===== src/pkg/fsq_pkg.sv =====
// shared constants and types for the flyback startup and fault sequencer
package fsq_pkg;
  // clock rate
  localparam int unsigned CLK_MHZ = 50;
  // wake-up ringing qualification time (ns), least time
  localparam int unsigned WAKE_QUAL_NS = 2000;
  localparam int unsigned WAKE_QUAL_CYC = (WAKE_QUAL_NS * CLK_MHZ + 999) / 1000;
  // first-cycle sense timeout (ns), longest time
  localparam int unsigned SENSE_TMO_NS = 4000;
  localparam int unsigned SENSE_TMO_CYC = (SENSE_TMO_NS * CLK_MHZ) / 1000;
  // leading-edge blanking (ns), least time
  localparam int unsigned BLANK_NS = 240;
  localparam int unsigned BLANK_CYC = (BLANK_NS * CLK_MHZ + 999) / 1000;
  // high-frequency burst period after wake-up (ns)
  localparam int unsigned BURST_PER_NS = 12000;
  localparam int unsigned BURST_PER_CYC = (BURST_PER_NS * CLK_MHZ) / 1000;
  // maximum on-time cap (ns)
  localparam int unsigned MAX_ON_NS = 20000;
  localparam int unsigned MAX_ON_CYC = (MAX_ON_NS * CLK_MHZ) / 1000;
  localparam int unsigned CNT_W = 12;
  localparam logic [CNT_W-1:0] CNT_ZERO = 12'h000;
  localparam logic [CNT_W-1:0] CNT_ONE = 12'h001;
  // cycle counts
  localparam logic [2:0] MIN_PEAK_CYCLES = 3'h4;
  localparam logic [1:0] FAULT_REPEAT = 2'h3;
  localparam logic [2:0] BURST_CYCLES = 3'h4;
  // valley count width
  localparam int unsigned VAL_W = 4;
  // peak level select encoding
  typedef enum logic [1:0] {
    PK_MIN = 2'h0,
    PK_START = 2'h1,
    PK_MAX = 2'h2
  } fsq_peak_t;
  // synchronised comparator decisions
  typedef struct packed {
    logic supply_on;      // supply above lockout turn-on
    logic supply_off;     // supply below lockout turn-off
    logic wake_low;       // sense above wake_threshold_low
    logic wake_high;      // sense above wake_threshold_high
    logic fb_below_lo;    // sample below lower startup level
    logic fb_above_hi;    // sample above upper startup level
    logic fb_ovp;         // sample above overvoltage level
    logic fb_lost;        // no feedback information
    logic line_run;       // line current above run level
    logic line_stop;      // line current below stop level
    logic cs_peak;        // sense current at selected peak
    logic cs_min;         // sense at sense_min_threshold
    logic cs_ocp;         // sense at overcurrent level
    logic valley;         // drain valley detected
    logic hot;            // overtemperature
  } fsq_cmp_t;
  typedef struct packed {
    logic gate;
    fsq_peak_t peak_sel;
    logic cc_demag_startup;
    logic startup_src_en;
    logic fault_bias;
    logic wait_bias;
  } fsq_drv_t;
endpackage


===== src/verilog/fsq_sequencer.sv =====
// flyback startup, valley switching and fault sequencer
`timescale 1ns/100ps
module fsq_sequencer (
  input wire logic mclk_i,
  input wire logic rst_n_i,
  input wire fsq_pkg::fsq_cmp_t cmp_i,
  input wire logic [fsq_pkg::VAL_W-1:0] valley_target_i,
  input wire logic light_load_i,
  input wire logic in_regulation_i,
  output fsq_pkg::fsq_drv_t drv_o,
  output logic cc_mode_o,
  output logic startup_mode_o,
  output logic fault_o,
  output logic running_o
);
  import fsq_pkg::*;

  // wait is the light-load sleep between cycles; fault drains the supply to lockout
  typedef enum logic [2:0] {
    ST_OFF, ST_ON, ST_OFFTIME, ST_WAIT, ST_FAULT
  } fsq_state_t;

  // synchroniser stages; only the second stage is read by the sequencer logic
  fsq_cmp_t cmp_meta_reg;
  fsq_cmp_t cmp_reg;
  logic valley_d_reg;
  fsq_state_t state_reg;
  // one timer serves on-time and off-time, which never overlap
  logic [CNT_W-1:0] tmr_reg;
  logic [CNT_W-1:0] qual_reg;
  logic [VAL_W-1:0] val_cnt_reg;
  logic [2:0] first_cnt_reg;
  logic [2:0] burst_reg;
  // consecutive-cycle fault counters, saturating at the fault count
  logic [1:0] ovp_cnt_reg;
  logic [1:0] ocp_cnt_reg;
  logic [1:0] open_cnt_reg;
  logic startup_reg;
  logic line_ok_reg;
  logic first_cyc_reg;
  logic seen_min_reg;
  logic seen_ocp_reg;
  logic cs_high_reg;
  logic fault_reg;
  // decisions of the current cycle, read by several processes
  logic wake_ok;
  logic valley_edge;
  logic on_end;
  logic cycle_end;
  logic fault_now;

  // two-flop synchronisers on every comparator decision
  always_ff @(posedge mclk_i or negedge rst_n_i) begin
    if (!rst_n_i) begin
      cmp_meta_reg <= '0;
      cmp_reg <= '0;
      valley_d_reg <= 1'b0;
    end else begin
      cmp_meta_reg <= cmp_i;
      cmp_reg <= cmp_meta_reg;
      valley_d_reg <= cmp_reg.valley;
    end
  end

  assign valley_edge = cmp_reg.valley && !valley_d_reg;

  // ringing quiet timer, wait state only: restarts when sense is above low threshold, unless already qualified
  always_ff @(posedge mclk_i or negedge rst_n_i) begin
    if (!rst_n_i) begin
      qual_reg <= CNT_ZERO;
    end else if (state_reg != ST_WAIT || cmp_reg.wake_low) begin
      qual_reg <= (state_reg == ST_WAIT && qual_reg == WAKE_QUAL_CYC[CNT_W-1:0])
                  ? qual_reg : CNT_ZERO;
    end else if (qual_reg != WAKE_QUAL_CYC[CNT_W-1:0]) begin
      qual_reg <= qual_reg + CNT_ONE;
    end
  end

  // low wake needs quiet period first; strong wake skips it
  assign wake_ok = (cmp_reg.wake_low && qual_reg == WAKE_QUAL_CYC[CNT_W-1:0])
                   || cmp_reg.wake_high;

  // on-time ends at peak, after blanking; cap as safety
  assign on_end = state_reg == ST_ON && tmr_reg >= BLANK_CYC[CNT_W-1:0] &&
                  (cmp_reg.cs_peak || tmr_reg == MAX_ON_CYC[CNT_W-1:0]);
  assign cycle_end = on_end;

  // fault decision, evaluated at each on-time end or at once for async ones
  always_comb begin
    fault_now = 1'b0;
    if (state_reg != ST_OFF && state_reg != ST_FAULT) begin
      if (cmp_reg.hot) fault_now = 1'b1;
      if (cmp_reg.fb_lost) fault_now = 1'b1;
      if (!line_ok_reg) fault_now = 1'b1;
      // shorted pin: minimum level never seen within the first-cycle timeout
      if (first_cyc_reg && state_reg == ST_ON && !seen_min_reg &&
          tmr_reg == SENSE_TMO_CYC[CNT_W-1:0]) fault_now = 1'b1;
      if (cycle_end) begin
        if (cmp_reg.fb_ovp && ovp_cnt_reg == FAULT_REPEAT - 2'h1) fault_now = 1'b1;
        if ((seen_ocp_reg || cmp_reg.cs_ocp) && !cs_high_reg &&
            ocp_cnt_reg == FAULT_REPEAT - 2'h1) fault_now = 1'b1;
        if (cs_high_reg && open_cnt_reg == FAULT_REPEAT - 2'h1) fault_now = 1'b1;
      end
    end
  end

  // main sequencer
  always_ff @(posedge mclk_i or negedge rst_n_i) begin
    if (!rst_n_i) begin
      state_reg <= ST_OFF;
      tmr_reg <= CNT_ZERO;
      val_cnt_reg <= '0;
      burst_reg <= 3'h0;
    end else if (cmp_reg.supply_off || fault_now) begin
      // any fault or lockout stops switching at once
      state_reg <= (fault_now && !cmp_reg.supply_off) ? ST_FAULT : ST_OFF;
      tmr_reg <= CNT_ZERO;
      burst_reg <= 3'h0;
    end else begin
      unique case (state_reg)
        ST_OFF: begin
          if (cmp_reg.supply_on && cmp_reg.line_run) begin
            state_reg <= ST_ON;
            tmr_reg <= CNT_ZERO;
          end
        end
        ST_ON: begin
          tmr_reg <= tmr_reg + CNT_ONE;
          if (on_end) begin
            tmr_reg <= CNT_ZERO;
            val_cnt_reg <= '0;
            state_reg <= (light_load_i && burst_reg == 3'h0) ? ST_WAIT : ST_OFFTIME;
            if (burst_reg != 3'h0) burst_reg <= burst_reg - 3'h1;
          end
        end
        ST_OFFTIME: begin
          tmr_reg <= tmr_reg + CNT_ONE;
          // burst spacing caps the off-time so the wake response stays fast
          if (burst_reg != 3'h0 && tmr_reg >= BURST_PER_CYC[CNT_W-1:0]) begin
            state_reg <= ST_ON;
            tmr_reg <= CNT_ZERO;
          end else if (valley_edge) begin
            // period set by whole number of valleys skipped
            if (val_cnt_reg >= valley_target_i) begin
              state_reg <= ST_ON;
              tmr_reg <= CNT_ZERO;
            end else begin
              val_cnt_reg <= val_cnt_reg + {{(VAL_W-1){1'b0}}, 1'b1};
            end
            // ringing gone: turn on unsynchronised rather than stall
          end else if (tmr_reg == MAX_ON_CYC[CNT_W-1:0]) begin
            state_reg <= ST_ON;
            tmr_reg <= CNT_ZERO;
          end
        end
        ST_WAIT: begin
          if (wake_ok) begin
            state_reg <= ST_ON;
            tmr_reg <= CNT_ZERO;
            burst_reg <= BURST_CYCLES;
          end else if (!light_load_i) begin
            state_reg <= ST_OFFTIME;
            tmr_reg <= CNT_ZERO;
          end
        end
        ST_FAULT: begin
          // fault bias drains supply; lockout turn-off returns to start
          state_reg <= ST_FAULT;
        end
        default: state_reg <= ST_OFF;
      endcase
    end
  end

  // per-cycle observations for first-cycle and open/overcurrent checks
  always_ff @(posedge mclk_i or negedge rst_n_i) begin
    if (!rst_n_i) begin
      seen_min_reg <= 1'b0;
      seen_ocp_reg <= 1'b0;
      cs_high_reg <= 1'b0;
    end else if (state_reg != ST_ON) begin
      seen_min_reg <= 1'b0;
      seen_ocp_reg <= 1'b0;
      cs_high_reg <= 1'b0;
    end else begin
      if (cmp_reg.cs_min) seen_min_reg <= 1'b1;
      if (tmr_reg >= BLANK_CYC[CNT_W-1:0] && cmp_reg.cs_ocp) seen_ocp_reg <= 1'b1;
      // open pin sits at pull-up already during blanking
      if (tmr_reg == CNT_ZERO && cmp_reg.cs_ocp) cs_high_reg <= 1'b1;
    end
  end

  // saturating consecutive-cycle counters, cleared on a clean cycle
  always_ff @(posedge mclk_i or negedge rst_n_i) begin
    if (!rst_n_i) begin
      ovp_cnt_reg <= 2'h0;
      ocp_cnt_reg <= 2'h0;
      open_cnt_reg <= 2'h0;
    end else if (state_reg == ST_OFF || state_reg == ST_FAULT) begin
      ovp_cnt_reg <= 2'h0;
      ocp_cnt_reg <= 2'h0;
      open_cnt_reg <= 2'h0;
    end else if (cycle_end) begin
      ovp_cnt_reg <= !cmp_reg.fb_ovp ? 2'h0 :
                     (ovp_cnt_reg == FAULT_REPEAT) ? ovp_cnt_reg : ovp_cnt_reg + 2'h1;
      ocp_cnt_reg <= !(seen_ocp_reg || cmp_reg.cs_ocp) ? 2'h0 :
                     (ocp_cnt_reg == FAULT_REPEAT) ? ocp_cnt_reg : ocp_cnt_reg + 2'h1;
      open_cnt_reg <= !cs_high_reg ? 2'h0 :
                      (open_cnt_reg == FAULT_REPEAT) ? open_cnt_reg : open_cnt_reg + 2'h1;
    end
  end

  // startup peak limiting and startup mode
  always_ff @(posedge mclk_i or negedge rst_n_i) begin
    if (!rst_n_i) begin
      first_cnt_reg <= 3'h0;
      first_cyc_reg <= 1'b1;
      startup_reg <= 1'b0;
    end else if (state_reg == ST_OFF || state_reg == ST_FAULT) begin
      first_cnt_reg <= 3'h0;
      first_cyc_reg <= 1'b1;
      startup_reg <= 1'b0;
    end else if (cycle_end) begin
      first_cyc_reg <= 1'b0;
      if (first_cnt_reg != MIN_PEAK_CYCLES) begin
        first_cnt_reg <= first_cnt_reg + 3'h1;
        if (first_cnt_reg == MIN_PEAK_CYCLES - 3'h1 && cmp_reg.fb_below_lo)
          startup_reg <= 1'b1;
      end else if (startup_reg && cmp_reg.fb_above_hi) begin
        startup_reg <= 1'b0;
      end
    end
  end

  // line monitor: sampled during on-time, hysteresis between run and stop
  always_ff @(posedge mclk_i or negedge rst_n_i) begin
    if (!rst_n_i) begin
      line_ok_reg <= 1'b0;
    end else if (state_reg == ST_OFF) begin
      line_ok_reg <= cmp_reg.line_run;
    end else if (state_reg == ST_ON && tmr_reg >= BLANK_CYC[CNT_W-1:0]) begin
      if (cmp_reg.line_stop) line_ok_reg <= 1'b0;
      else if (cmp_reg.line_run) line_ok_reg <= 1'b1;
    end
  end

  // fault indication held until lockout turn-off clears it
  always_ff @(posedge mclk_i or negedge rst_n_i) begin
    if (!rst_n_i) begin
      fault_reg <= 1'b0;
    end else if (fault_now) begin
      fault_reg <= 1'b1;
    end else if (cmp_reg.supply_off) begin
      fault_reg <= 1'b0;
    end
  end

  // registered drive outputs
  always_ff @(posedge mclk_i or negedge rst_n_i) begin
    if (!rst_n_i) begin
      drv_o <= '{gate: 1'b0, peak_sel: PK_MIN, cc_demag_startup: 1'b0,
                 startup_src_en: 1'b1, fault_bias: 1'b0, wait_bias: 1'b0};
      cc_mode_o <= 1'b0;
      running_o <= 1'b0;
    end else begin
      // gate drops on the very edge that decides to stop, so no extra pulse leaks out
      drv_o.gate <= state_reg == ST_ON && !on_end && !fault_now && !cmp_reg.supply_off;
      drv_o.peak_sel <= (first_cnt_reg != MIN_PEAK_CYCLES) ? PK_MIN :
                        startup_reg ? PK_START : PK_MAX;
      drv_o.cc_demag_startup <= startup_reg;
      drv_o.startup_src_en <= state_reg == ST_OFF;
      drv_o.fault_bias <= state_reg == ST_FAULT;
      drv_o.wait_bias <= state_reg == ST_WAIT;
      cc_mode_o <= state_reg != ST_OFF && state_reg != ST_FAULT && !in_regulation_i;
      running_o <= state_reg != ST_OFF && state_reg != ST_FAULT;
    end
  end

  assign startup_mode_o = startup_reg;
  assign fault_o = fault_reg;
endmodule


===== config.mk =====
export PLATFORM = sky130hd
export DESIGN_NAME = fsq_sequencer
export DESIGN_NICKNAME = d
export VERILOG_FILES = /design/src/pkg/fsq_pkg.sv /design/src/verilog/fsq_sequencer.sv
export SDC_FILE = /design/constraint.sdc
export NUM_CORES = 1
export LEC_CHECK = 0
export BUFFER_PORTS_ARGS = -buffer_cell sky130_fd_sc_hd__buf_4
export CORE_MARGIN = 10
export CORE_UTILIZATION = 23
export CTS_BUF_LIST = sky130_fd_sc_hd__clkbuf_16
export CTS_CLUSTER_DIAMETER = 200
export DETAILED_ROUTE_END_ITERATION = 8
export PLACE_DENSITY = 0.47
export RECOVER_POWER = 50
export SLEW_MARGIN = 20
export SYNTH_ARGS = -nofsm -noshare
export SYNTH_HDL_FRONTEND = slang
export SYNTH_SLANG_ARGS = --single-unit

===== constraint.sdc =====
create_clock -name mclk_i -period 5.2 [get_ports mclk_i]
set_input_delay 1.04 -clock mclk_i [delete_from_list [all_inputs] [get_ports mclk_i]]
set_output_delay 1.04 -clock mclk_i [all_outputs]
set_load 0.005 [all_outputs]

==> flow_metrics.tcl <==
set metrics [dict create \
    status "finished, final reports clean" \
    vdd_drop_max_mv 0.176 \
    numCtsBuffers 9 \
    max_freq_mhz 339 \
    ys_seq_area_frac 0.515 \
    yosysTopAreaCell "dfrtp_1" \
    hpwl_um 6980 \
    die_h_um 158 \
    endpoint_kind "register" \
    cap_violations 0 \
    antenna_found_initial 0 \
    crit_type "register to register" \
    worstSetupStartpointType "register" \
    ys_top_cells_by_area "dfrtp_1 (50%), ha_1 (5.7%), nor2_1 (4.6%)" \
    die-area_um2 24900 \
    fin_worst_skew_ps 7.98 \
    finalCritPeriodShare 0.568 \
    grt_util_all_layers 0.0845 \
    max_slew_margin 0.307 \
    grt_max_degree 66 \
    numPortBuffers 33 \
    fin_nets 498 \
    grt_pass1_wl_um 16700 \
    worstPathArrival_ps 3170 \
    hold_buffers 0 \
    gr-total-overflow 0 \
    yosysTopAreaCellShare 0.503 \
    tightest_slew_ps 1040 \
    drc 0 \
    p_per_area_nw_per_um2 356 \
    core.rowCount 50 \
    clk_path_buf_depth 2 \
    utilization 0.273 \
    async_reset_ff_frac 1.00 \
    grt_pass1_vias 3256 \
    num_vias 3201 \
    cts_setup_buffers 0 \
    crit_fanout 20 \
    ys_ff_latch 90 \
    ys.warnings.count 0 \
    synth_edf_count 0 \
    cts_tree "built" \
    slew_viol_final 0 \
    setup_viol 0 \
    clock_sinks 90 \
    avgSynthCellArea_um2 10.2 \
    synth_area_um2 4370 \
    syn_inst 429 \
    synth.distinct_cells 64 \
    core_um2 18700 \
    timing.hold.ws_ps 347 \
    rsz0062_at_grt "false" \
    start_util 0.234 \
    ant_nets 0 \
    antenna_cells 0 \
    wl_per_cell_um 14.2 \
    period_needed_ps 2950 \
    area_growth_pct 16.8 \
    place_congestion 0.815 \
    hold_violations 0 \
    htreeDepth 3 \
    die_x_um 158 \
    clk_transition_reported_paths_ps 60 \
    tns_ps 0 \
    worst_hold_path_type "register to register" \
    firstDrtPassIters 4 \
    p_leak_nw 2.21 \
    drive_gt1_frac 0.146 \
    ys.flop_type "dfrtp_1" \
    cts_root_buf "clkbuf_16" \
    finalWirelength_um 9860 \
    cts.repair.resized 0 \
    dr.first_iter.drc_count 141 \
    syn_nets 472 \
    routed_via_density 4.61 \
    p_total_mw 1.82 \
    clock_latency_ps 350 \
    io_pins 34 \
    required_ps 5420 \
]
## through the flow
step / instance area [um2] / setup slack, ps / std cells
3_5_place_dp: 4800 / 2000 / 678
4_1_cts: 5110 / 2160 / 694
6_report: 5110 / 2250 / 694
3_3_place_gp: 4800 / 2020 / 678
2_1_floorplan: 4370 / 2620 / 429
5_1_grt: 5110 / 2020 / 694
## power breakdown
group          switching (mW)  internal, mW  leakage (nW)
sequential             0.0434         0.753          1.17
combinational           0.221         0.118         0.888
clock                   0.268         0.416         0.156
total                   0.532          1.29          2.21
## area by class of cell
class                      count  area [um2]
multi-input combinational    293        1900
fill                        1948       13600
timing repair buffer          34         251
clock buffer                   9         225
sequential                    90        2250
clock inverter                 7        85.1
tap                          234         293
inverter                      27         101
## worst max-delay path, stage by stage, from the launching register on
cell     delay [ps]
dfrtp_1         510
nor2_1          850
nor2_1          120
a211o_1         340
or2_1           520
o31ai_2         380
o31ai_2         100
## cells by family (layout without fill, tap and decap cells)
family          after synthesis  after routing  synth area share
mux                           4              4           0.00915
buf+inv                      46             77            0.0501
flops                        90             90             0.515
xor+xnor                      7              7            0.0140
simple gates                172            172             0.209
compound gates               90             90             0.145
fa+ha+maj                    20             20            0.0572
## cells in the final DEF, fill, tap and decap left out, drive strengths merged, types with 7 or more instances in the layout
cell type	synthesis	routed
ha	20	20
inv	27	28
nand2	42	42
clkbuf	7	24
nand3	13	13
a21oi	29	29
and3	9	9
nor3	9	9
dfrtp	88	88
o21ai	20	20
buf	12	19
nor4	7	7
nor2	54	54
## final timing paths
| check | from | to | slack [ps] | cells past startpoint |
|---|---|---|---|---|
| setup / recovery | state_reg[1] | val_cnt_reg[3] | 2250 | 6 |
| max in group asynchronous | rst_n_i | first_cyc_reg | 3490 | 2 |
| hold / removal | cmp_meta_reg[8] | cmp_reg[8] | 350 | 0 |
| hold reg to reg | cmp_meta_reg[8] | cmp_reg[8] | 350 | 0 |
| min in group asynchronous | rst_n_i | qual_reg[7] | 800 | 1 |
| setup reg to reg | state_reg[1] | val_cnt_reg[3] | 2250 | 6 |
## per-layer routing
metal	wire (um)	GRT usage	vias up
li1	-	-	1558
met1	4650	0.107	1573
met2	4550	0.131	58
met3	504	0.0280	12
met4	156	0.0316	0
met5	0	0	-
## synth_stat cells (all sizes together), types with 5 or more instances
master	instances
a21oi	29
and2	6
and3	9
buf	12
clkbuf	7
dfrtp	88
ha	20
inv	27
nand2	42
nand2b	5
nand3	13
nand4	5
nor2	54
nor3	9
nor4	7
o21ai	20
o31ai	6
xor2	5
Note: power is estimated with default switching activity, not from simulation.
